--- config.mk ---
export PLATFORM = sky130hd
export DESIGN_NAME = clri_int_status
export DESIGN_NICKNAME = d
export VERILOG_FILES = /design/src/clri_pkg.sv /design/src/clri_ref_monitor.sv /design/src/clri_int_status.sv
export VERILOG_INCLUDE_DIRS = /design/src
export SDC_FILE = /design/constraint.sdc
export NUM_CORES = 1
export LEC_CHECK = 0
export BUFFER_PORTS_ARGS = -buffer_cell sky130_fd_sc_hd__buf_2
export CAP_MARGIN = 20
export CORE_MARGIN = 2
export CORE_UTILIZATION = 40
export CTS_BUF_LIST = sky130_fd_sc_hd__clkbuf_4 sky130_fd_sc_hd__clkbuf_8 sky130_fd_sc_hd__clkbuf_16
export DETAILED_ROUTE_END_ITERATION = 12
export GPL_ROUTABILITY_DRIVEN = 0
export GPL_TIMING_DRIVEN = 1
export PLACE_DENSITY_LB_ADDON = 0.1
export SLEW_MARGIN = 10
export SYNTH_ARGS = -nofsm -noshare
export SYNTH_HDL_FRONTEND = slang
export SYNTH_HIERARCHICAL = 1
export SYNTH_SLANG_ARGS = --single-unit
export TNS_END_PERCENT = 30
--- constraint.sdc ---
create_clock -name clk_sys -period 1.7 [get_ports clk_sys]
set_clock_uncertainty 0.2 [all_clocks]
set_input_delay 0.51 -clock clk_sys [delete_from_list [all_inputs] [get_ports clk_sys]]
set_output_delay 0.51 -clock clk_sys [all_outputs]
set_load 0.01 [all_outputs]
--- src/clri_cfg.svh ---
// constants for the clock reference interrupt status block
// assumes the includer wants plain defines; no logic lives here
`ifndef CLRI_CFG_SVH
`define CLRI_CFG_SVH
// register offsets on the serial port address space
`define CLRI_STATUS_OFS 7'h06
`define CLRI_FREQ_OFS 7'h07
// status byte field positions
`define CLRI_MODE_BIT 7
`define CLRI_REFLOST_BIT 6
`define CLRI_THIRD_BIT 0
// status byte reset value, unused bits 5:1 hold ones
`define CLRI_STATUS_RST 8'h3F
`define CLRI_UNUSED_ONES 5'h1F
// operating mode codes that block the ref-lost event
`define CLRI_MODE_FREERUN 3'h1
`define CLRI_MODE_HOLDOVER 3'h2
// missing cycles that declare the first-loop reference lost
`define CLRI_MISS_COUNT 2
// nominal reference period in ns and system clock period in ns
`define CLRI_REF_PERIOD_NS 125000
`define CLRI_CLK_PERIOD_NS 100
`define CLRI_REF_PERIOD_CYC (`CLRI_REF_PERIOD_NS / `CLRI_CLK_PERIOD_NS)
`endif

--- src/clri_pkg.sv ---
// types shared by the clock reference interrupt status block
// assumes clri_cfg.svh supplies the numeric constants
package clri_pkg;
  // register access request from the serial port engine
  typedef struct packed {
    logic [6:0] addr; // register address
    logic wr; // one-cycle write strobe
    logic [7:0] wdata; // write data
  } clri_acc_s;
  // loop frequency top bits of both loops
  typedef struct packed {
    logic [2:0] first_loop; // first loop freq bits 18:16
    logic [2:0] second_loop; // second loop freq bits 18:16
  } clri_freq_s;
endpackage

--- src/clri_ref_monitor.sv ---
// first-loop reference activity monitor
// assumes ref_clk_in is an asynchronous pin, sampled on clk_sys
`timescale 1ns/10ps
`include "clri_cfg.svh"
module clri_ref_monitor #(
  parameter int REF_PERIOD_CYC = `CLRI_REF_PERIOD_CYC,
  parameter int CNT_W = 16
) (
  input wire logic clk_sys,
  input wire logic nrst,
  input wire logic ref_clk_in,
  output logic miss_pulse
);
  // gap that means the configured number of cycles went missing, plus half a period
  localparam int MISS_LIM = REF_PERIOD_CYC * `CLRI_MISS_COUNT + REF_PERIOD_CYC / 2;
  localparam logic [CNT_W-1:0] LIM = CNT_W'(MISS_LIM);
  logic sync1_r; // first synchroniser stage
  logic sync2_r; // second synchroniser stage
  logic prev_r; // last sampled level for edge detect
  logic [CNT_W-1:0] gap_r; // cycles since last rising edge
  logic [CNT_W-1:0] gap_nxt;
  wire rise = sync2_r & ~prev_r; // reference rising edge
  wire at_lim = (gap_r == LIM); // gap hits the missing limit
  // count up, restart on edge, park just past the limit
  assign gap_nxt = rise ? '0 : (gap_r > LIM) ? gap_r : gap_r + CNT_W'(1);
  // one pulse per loss episode, without waiting for invalid
  assign miss_pulse = at_lim & ~rise;
  // synchroniser and gap counter
  always_ff @(posedge clk_sys or negedge nrst) begin
    if (!nrst) begin
      sync1_r <= 1'b0;
      sync2_r <= 1'b0;
      prev_r <= 1'b0;
      gap_r <= '0;
    end else begin
      sync1_r <= ref_clk_in;
      sync2_r <= sync1_r;
      prev_r <= sync2_r;
      gap_r <= gap_nxt;
    end
  end
endmodule

--- src/clri_int_status.sv ---
// interrupt status byte (bits 15:8) and loop frequency readback
// assumes register access arrives from the serial port engine on clk_sys;
// mode, validity, select and frequency inputs come from logic on clk_sys
`timescale 1ns/10ps
`include "clri_cfg.svh"
module clri_int_status #(
  parameter int REF_PERIOD_CYC = `CLRI_REF_PERIOD_CYC
) (
  input wire logic clk_sys,
  input wire logic nrst,
  input wire clri_pkg::clri_acc_s acc,
  output logic [7:0] reg_rdata,
  input wire logic ref_clk_in,
  input wire logic [2:0] operating_mode,
  input wire logic third_clock_input_valid,
  input wire logic readback_loop_select,
  input wire clri_pkg::clri_freq_s loop_freq,
  output logic [7:0] status_flags
);
  import clri_pkg::*;

  logic mode_flag_r; // bit 7 latched mode change
  logic lost_flag_r; // bit 6 latched first-loop ref lost
  logic third_flag_r; // bit 0 latched third input change
  logic [2:0] mode_prev_r; // mode seen last cycle
  logic valid_prev_r; // third input validity last cycle
  logic [7:0] rdata_nxt; // read data for the next cycle
  logic miss_pulse; // reference monitor event
  logic hist_ok_r; // history holds real samples
  // reset byte kept as a vector so each flag takes its own bit
  localparam logic [7:0] STS_RST = `CLRI_STATUS_RST;

  // reference monitor for the first loop
  clri_ref_monitor #(
    .REF_PERIOD_CYC(REF_PERIOD_CYC),
    .CNT_W(16)
  ) u_mon (
    .clk_sys(clk_sys),
    .nrst(nrst),
    .ref_clk_in(ref_clk_in),
    .miss_pulse(miss_pulse)
  );

  // decode of writes to the status byte
  wire wr_sts = acc.wr & (acc.addr == `CLRI_STATUS_OFS);
  // only ones in the data clear; zeros leave flags alone
  wire clr_mode = wr_sts & acc.wdata[`CLRI_MODE_BIT];
  wire clr_lost = wr_sts & acc.wdata[`CLRI_REFLOST_BIT];
  wire clr_third = wr_sts & acc.wdata[`CLRI_THIRD_BIT];
  // ref lost blocked in free-run and holdover
  wire mode_blocks = (operating_mode == `CLRI_MODE_FREERUN) |
                     (operating_mode == `CLRI_MODE_HOLDOVER);
  wire set_lost = miss_pulse & ~mode_blocks;
  // change events wait for one real history sample, so reset gives no false edge
  wire set_third = hist_ok_r & (third_clock_input_valid ^ valid_prev_r);
  wire set_mode = hist_ok_r & (operating_mode != mode_prev_r);
  // status byte, unused bits 5:1 held at their reset ones
  assign status_flags = {mode_flag_r, lost_flag_r, `CLRI_UNUSED_ONES, third_flag_r};
  // frequency top bits from the selected loop, upper bits zero
  wire [2:0] freq_sel = readback_loop_select ? loop_freq.first_loop
                                             : loop_freq.second_loop;
  // read mux, unmapped addresses answer zero
  assign rdata_nxt = (acc.addr == `CLRI_STATUS_OFS) ? status_flags :
                     (acc.addr == `CLRI_FREQ_OFS) ? {5'h00, freq_sel} : 8'h00;

  // sticky flags, a set in the clear cycle wins
  always_ff @(posedge clk_sys or negedge nrst) begin
    if (!nrst) begin
      mode_flag_r <= STS_RST[`CLRI_MODE_BIT];
      lost_flag_r <= STS_RST[`CLRI_REFLOST_BIT];
      third_flag_r <= STS_RST[`CLRI_THIRD_BIT];
    end else begin
      mode_flag_r <= set_mode | (mode_flag_r & ~clr_mode);
      lost_flag_r <= set_lost | (lost_flag_r & ~clr_lost);
      third_flag_r <= set_third | (third_flag_r & ~clr_third);
    end
  end

  // history for change detection, captured after reset release
  always_ff @(posedge clk_sys or negedge nrst) begin
    if (!nrst) begin
      mode_prev_r <= 3'h0;
      valid_prev_r <= 1'b0;
      hist_ok_r <= 1'b0;
    end else begin
      mode_prev_r <= operating_mode;
      valid_prev_r <= third_clock_input_valid;
      hist_ok_r <= 1'b1;
    end
  end

  // registered read data
  always_ff @(posedge clk_sys or negedge nrst) begin
    if (!nrst) begin
      reg_rdata <= 8'h00;
    end else begin
      reg_rdata <= rdata_nxt;
    end
  end

  // blocked modes never raise the ref-lost flag
  a_lost_mode_block: assert property (@(posedge clk_sys) disable iff (!nrst)
    (mode_blocks & ~lost_flag_r) |=> ~lost_flag_r)
    else $error("ref lost set in blocked mode");
  // a monitor event outside blocked modes latches next cycle
  a_lost_set: assert property (@(posedge clk_sys) disable iff (!nrst)
    (miss_pulse && !mode_blocks) |=> lost_flag_r)
    else $error("ref lost event not latched");
  // validity toggle latches the third input flag
  a_third_set: assert property (@(posedge clk_sys) disable iff (!nrst)
    hist_ok_r && $changed(third_clock_input_valid) |=> third_flag_r)
    else $error("third input change missed");
  // write one with no event clears the flag to zero
  a_third_clear: assert property (@(posedge clk_sys) disable iff (!nrst)
    (clr_third && !set_third) |=> !third_flag_r)
    else $error("third input flag not cleared");
  // mode flag stays set without a clearing write
  a_flag_sticky: assert property (@(posedge clk_sys) disable iff (!nrst)
    (mode_flag_r && !clr_mode) |=> mode_flag_r [*1])
    else $error("mode flag dropped without clear");
  // mode change latches bit 7
  a_mode_set: assert property (@(posedge clk_sys) disable iff (!nrst)
    hist_ok_r && $changed(operating_mode) |=> status_flags[7])
    else $error("mode change missed");
  // unused status bits read back as ones through the read path
  a_unused_ones: assert property (@(posedge clk_sys) disable iff (!nrst)
    (acc.addr == `CLRI_STATUS_OFS) |=> reg_rdata[5:1] == `CLRI_UNUSED_ONES)
    else $error("unused status bits wrong");
  // readback picks the selected loop one cycle later, top bits zero
  a_freq_read: assert property (@(posedge clk_sys) disable iff (!nrst)
    (acc.addr == `CLRI_FREQ_OFS) |=>
    reg_rdata == {5'h00, ($past(readback_loop_select) ? $past(loop_freq.first_loop)
                                                       : $past(loop_freq.second_loop))})
    else $error("frequency readback wrong");
  // a zero write leaves the lost flag alone
  a_zero_write: assert property (@(posedge clk_sys) disable iff (!nrst)
    (wr_sts && !acc.wdata[`CLRI_REFLOST_BIT] && lost_flag_r) |=> lost_flag_r)
    else $error("zero write cleared a flag");

  // checks on the clear, hold, quiet, read, set-wins, readback write and monitor event paths

  // write one with no event clears the lost flag
  a_lost_clear: assert property (@(posedge clk_sys) disable iff (!nrst)
    (clr_lost && !set_lost) |=> !lost_flag_r)
    else $error("ref lost flag not cleared");

  // write one with no event clears the mode flag
  a_mode_clear: assert property (@(posedge clk_sys) disable iff (!nrst)
    (clr_mode && !set_mode) |=> !mode_flag_r)
    else $error("mode flag not cleared");

  // lost flag holds until a clearing write
  a_lost_sticky: assert property (@(posedge clk_sys) disable iff (!nrst)
    (lost_flag_r && !clr_lost) |=> lost_flag_r)
    else $error("ref lost flag dropped without clear");

  // third input flag holds until a clearing write
  a_third_sticky: assert property (@(posedge clk_sys) disable iff (!nrst)
    (third_flag_r && !clr_third) |=> third_flag_r)
    else $error("third input flag dropped without clear");

  // a zero in bit 7 leaves the mode flag alone
  a_mode_zero_wr: assert property (@(posedge clk_sys) disable iff (!nrst)
    (wr_sts && !acc.wdata[`CLRI_MODE_BIT] && mode_flag_r) |=> mode_flag_r)
    else $error("zero write cleared the mode flag");

  // a zero in bit 0 leaves the third input flag alone
  a_third_zero_wr: assert property (@(posedge clk_sys) disable iff (!nrst)
    (wr_sts && !acc.wdata[`CLRI_THIRD_BIT] && third_flag_r) |=> third_flag_r)
    else $error("zero write cleared the third input flag");

  // status address returns the live byte one cycle later
  a_status_read: assert property (@(posedge clk_sys) disable iff (!nrst)
    (acc.addr == `CLRI_STATUS_OFS) |=> reg_rdata == $past(status_flags))
    else $error("status readback wrong");

  // unmapped addresses answer zero
  a_unmapped_read: assert property (@(posedge clk_sys) disable iff (!nrst)
    (acc.addr != `CLRI_STATUS_OFS && acc.addr != `CLRI_FREQ_OFS) |=> reg_rdata == 8'h00)
    else $error("unmapped read not zero");

  // no monitor event, no lost flag
  a_lost_quiet: assert property (@(posedge clk_sys) disable iff (!nrst)
    (!lost_flag_r && !miss_pulse) |=> !lost_flag_r)
    else $error("ref lost flag set without event");

  // steady validity never raises the third input flag
  a_third_quiet: assert property (@(posedge clk_sys) disable iff (!nrst)
    (!third_flag_r && $stable(third_clock_input_valid)) |=> !third_flag_r)
    else $error("third input flag set without change");

  // steady mode never raises the mode flag
  a_mode_quiet: assert property (@(posedge clk_sys) disable iff (!nrst)
    (!mode_flag_r && $stable(operating_mode)) |=> !mode_flag_r)
    else $error("mode flag set without change");

  // unused readback bits read zero
  a_freq_top_zero: assert property (@(posedge clk_sys) disable iff (!nrst)
    (acc.addr == `CLRI_FREQ_OFS) |=> reg_rdata[7:3] == 5'h00)
    else $error("frequency readback upper bits not zero");

  // a loss event in the clearing cycle still latches
  a_lost_set_wins: assert property (@(posedge clk_sys) disable iff (!nrst)
    (set_lost && clr_lost) |=> lost_flag_r)
    else $error("clear beat a ref lost event");

  // a validity change in the clearing cycle still latches
  a_third_set_wins: assert property (@(posedge clk_sys) disable iff (!nrst)
    (set_third && clr_third) |=> third_flag_r)
    else $error("clear beat a third input change");

  // a mode change in the clearing cycle still latches
  a_mode_set_wins: assert property (@(posedge clk_sys) disable iff (!nrst)
    (set_mode && clr_mode) |=> mode_flag_r)
    else $error("clear beat a mode change");

  // writes to the readback address leave the status byte alone
  a_freq_wr_ignored: assert property (@(posedge clk_sys) disable iff (!nrst)
    (acc.wr && acc.addr == `CLRI_FREQ_OFS && !set_mode && !set_lost && !set_third) |=>
    status_flags == $past(status_flags))
    else $error("readback write touched the status byte");

  // one monitor event per loss episode
  a_miss_single: assert property (@(posedge clk_sys) disable iff (!nrst)
    miss_pulse |=> !miss_pulse)
    else $error("ref loss event repeated");
endmodule

==> summary.txt <==
TritonCTS clock tree: done
GR met3 Demand/Resource: 0.03488
WL/cell: 13.87 um
Layout area overhead: 27.25%
Worst Hold Class: in -> reg
worst-margin pin slew: 0.5103 ns
RSZ-0062 raised after global routing: yes
Post-DRT Antenna Nets: 0
die width: 69.35 um
H-tree depth: 2
Initial DRT Pass Iterations: 4
core area: 4058 sq um
maximum number of pins on one net before global-route repair: 34
vias in the first global route: 1306
Sequential Power Share: 0.455
final slew viol count: 0
initial antenna violation count: 0
Tcrit/Tclk final: 1.165
DRT iter0 DRCs: 75
gr usage total: 0.1568
CTS clk-pin slew, worst paths: 0.07 ns
M2 GR Usage: 0.2692
row cnt: 23
crit path time final: 1.981 ns
total power divided by cell area: 887.4 nW/um^2
Critical Path Fanout Max: 7
dominant cell type by area after synthesis: dfrtp_1
Root Driver: clkbuf_8
Syn Area/Cell: 11.09 sq um
endpoint class of the critical path: flip-flop
Die Span Y: 69.35 um
Post-DP HPWL: 2670 um
Final setup viols: 12
worst vdd ir: 0.9555 mV
status: finished, violations left
Internal: 1.419 mW
met1 usage: 0.1929
worst setup margin: -0.2808 ns
WP data required: 1.67 ns
Psw: 0.5092 mW
post-synthesis sequential area ratio: 0.4842
Top Usage Layer GRT: met2
Static Leak: 1.031 nW
Fill cells: 356
Placed Instances: 244
count leader, synth: dfrtp_1
clock buffer depth: 2
Post-Layout Cell Count: 254
failing checks: negative setup slack
max capacitance violation total: 0
area of the multi-input gates: 834.6 sq um
I/O pin count: 46
Cell Area, Synth: 1708 sq um
clock power share: 0.381
Worst slew margin: 0.6591
clk sink count: 33
fmax: 0.5048 GHz
initial core utilization: 0.4209
clock insertion delay at the later pin of the skew report: 0.28 ns
post-synth cell types: 49
Comb pwr share: 0.164
CP arrival: 1.95 ns
Post-synth ARST share: 1.000
Seq cells post-synth: 33
n_diodes: 0
Synth area leaders: dfrtp_1 (47%), buf_4 (4.4%), mux2i_1 (4.1%)
total power: 1.929 mW
Vias: 1338
endpoints failing hold: 0
Reg area: 829.5 sq um
Sw Share: 0.2640
Final #Nets: 236
share of the synthesized area in the top cell type: 0.4689
startpoint class of the critical path: flip-flop
layout cell share with drive strength beyond 1: 0.3873
gr ovfl total: 0
DR DRC count: 0
first-pass GRT wire length: 6037 um
IO buf count: 35
Most used DFF post-synth: dfrtp_1
vias per inst: 5.268
clock buffer count from CTS: 5
Ys Warns: 6
Syn Inst Count: 154
Die ar.: 4809 sq um
WS Path Type: reg -> reg
Detailed Route WL: 3524 um
number of synthesized flops with an enable pin: 0
most frequent cells after synthesis: dfrtp_1 (32), nand2_1 (12), buf_4 (10)
## through the flow
stage / hold slack, ns / cell area [sq um] / TNS (ns) / setup WS, ns / util
floorplan: 0.01441 / 1730 / -0.4178 / -0.1080 / -
global placement: 0.1405 / 1988 / -1.320 / -0.1855 / 0.4900
detailed placement: 0.1411 / 1988 / -1.806 / -0.1954 / 0.4900
CTS: 0.1245 / 2120 / -2.141 / -0.2204 / 0.5224
global route: 0.1210 / 2173 / -2.686 / -0.3012 / 0.5356
finish: 0.1324 / 2173 / -1.717 / -0.2808 / 0.5356
## repair_timing
action / 4_1_cts / 5_1_grt
hold buffers: 1 / 0
gates cloned: 0 / 0
hold endpoints to repair: 32 / 0
pin swaps: 3 / 4
setup buffers: 0 / 1
setup endpoints to repair: 13 / 14
resized for setup: 1 / 9
## layer usage
metal / wire length, um / vias to the layer above
li1: - / 644
met5: 0 / -
met3: 138 / 4
met2: 1831 / 35
met1: 1507 / 655
met4: 46 / 0
## worst paths after layout
path	from	to	slack (ns)	depth (start not counted)
worst max-delay path	u_mon/gap_r[9]$_DFFE_PN0P_	u_mon/gap_r[2]$_DFFE_PN0P_	-0.28	4
worst min-delay path	ref_clk_in	u_mon/sync1_r$_DFF_PN0_	0.13	1
worst max register to register	u_mon/gap_r[9]$_DFFE_PN0P_	u_mon/gap_r[2]$_DFFE_PN0P_	-0.28	4
worst min register to register	u_mon/sync1_r$_DFF_PN0_	u_mon/sync2_r$_DFF_PN0_	0.15	0
max in group asynchronous	nrst	third_flag_r$_DFF_PN1_	0.55	3
min in group asynchronous	nrst	reg_rdata[6]$_DFF_PN0_	0.51	3
## critical path: stages (launching register included)
cell and delay [ns]:
dfrtp_2 0.45, or4_4 0.56, a31oi_4 0.30, a31oi_1 0.13, a41o_1 0.22
## cell usage in the layout (no fill, tap or decap), types with 5 or more instances in the layout
cell	n
conb_1	6
nand2_1	12
nand3_1	7
mux2i_1	7
clkbuf_8	5
dfrtp_1	30
buf_2	34
nand4_1	6
a21oi_1	7
o21ai_0	5
buf_4	14
## registers in the layout (all words and copies together), names as in the netlist
name,count
reg_rdata,6
mode_flag_r,1
u_mon/sync2_r,1
hist_ok_r,1
valid_prev_r,1
third_flag_r,1
u_mon/sync1_r,1
u_mon/gap_r,16
lost_flag_r,1
u_mon/prev_r,1
mode_prev_r,3
## power groups by stage
stage	logic [mW]	clock network [mW]	registers [mW]
2_1_floorplan	0.185	0	0.879
5_1_grt	0.350	0.795	0.887
3_5_place_dp	0.313	0	0.891
6_report	0.317	0.734	0.877
3_3_place_gp	0.299	0	0.889
4_1_cts	0.317	0.760	0.875
## final cells by class
class,count,area share
Sequential cell,33,0.3817
Inverter,4,0.006908
Timing Repair Buffer,51,0.1457
Tap cell,50,0.02879
Clock inverter,3,0.02130
Clock buffer,5,0.03166
Multi-Input combinational cell,108,0.3840
## cells by family after synthesis
family | share of synthesized area
AOI/OAI and AO/OA | 0.1158
xor gates and xnor gates | 0.02564
adders and majority gates | 0.02198
buffers and inverters | 0.06593
DFF | 0.4843
muxes | 0.04103
other | 0.002196
and+or+nand+nor | 0.2432
Power figures use the tool's default switching activity.
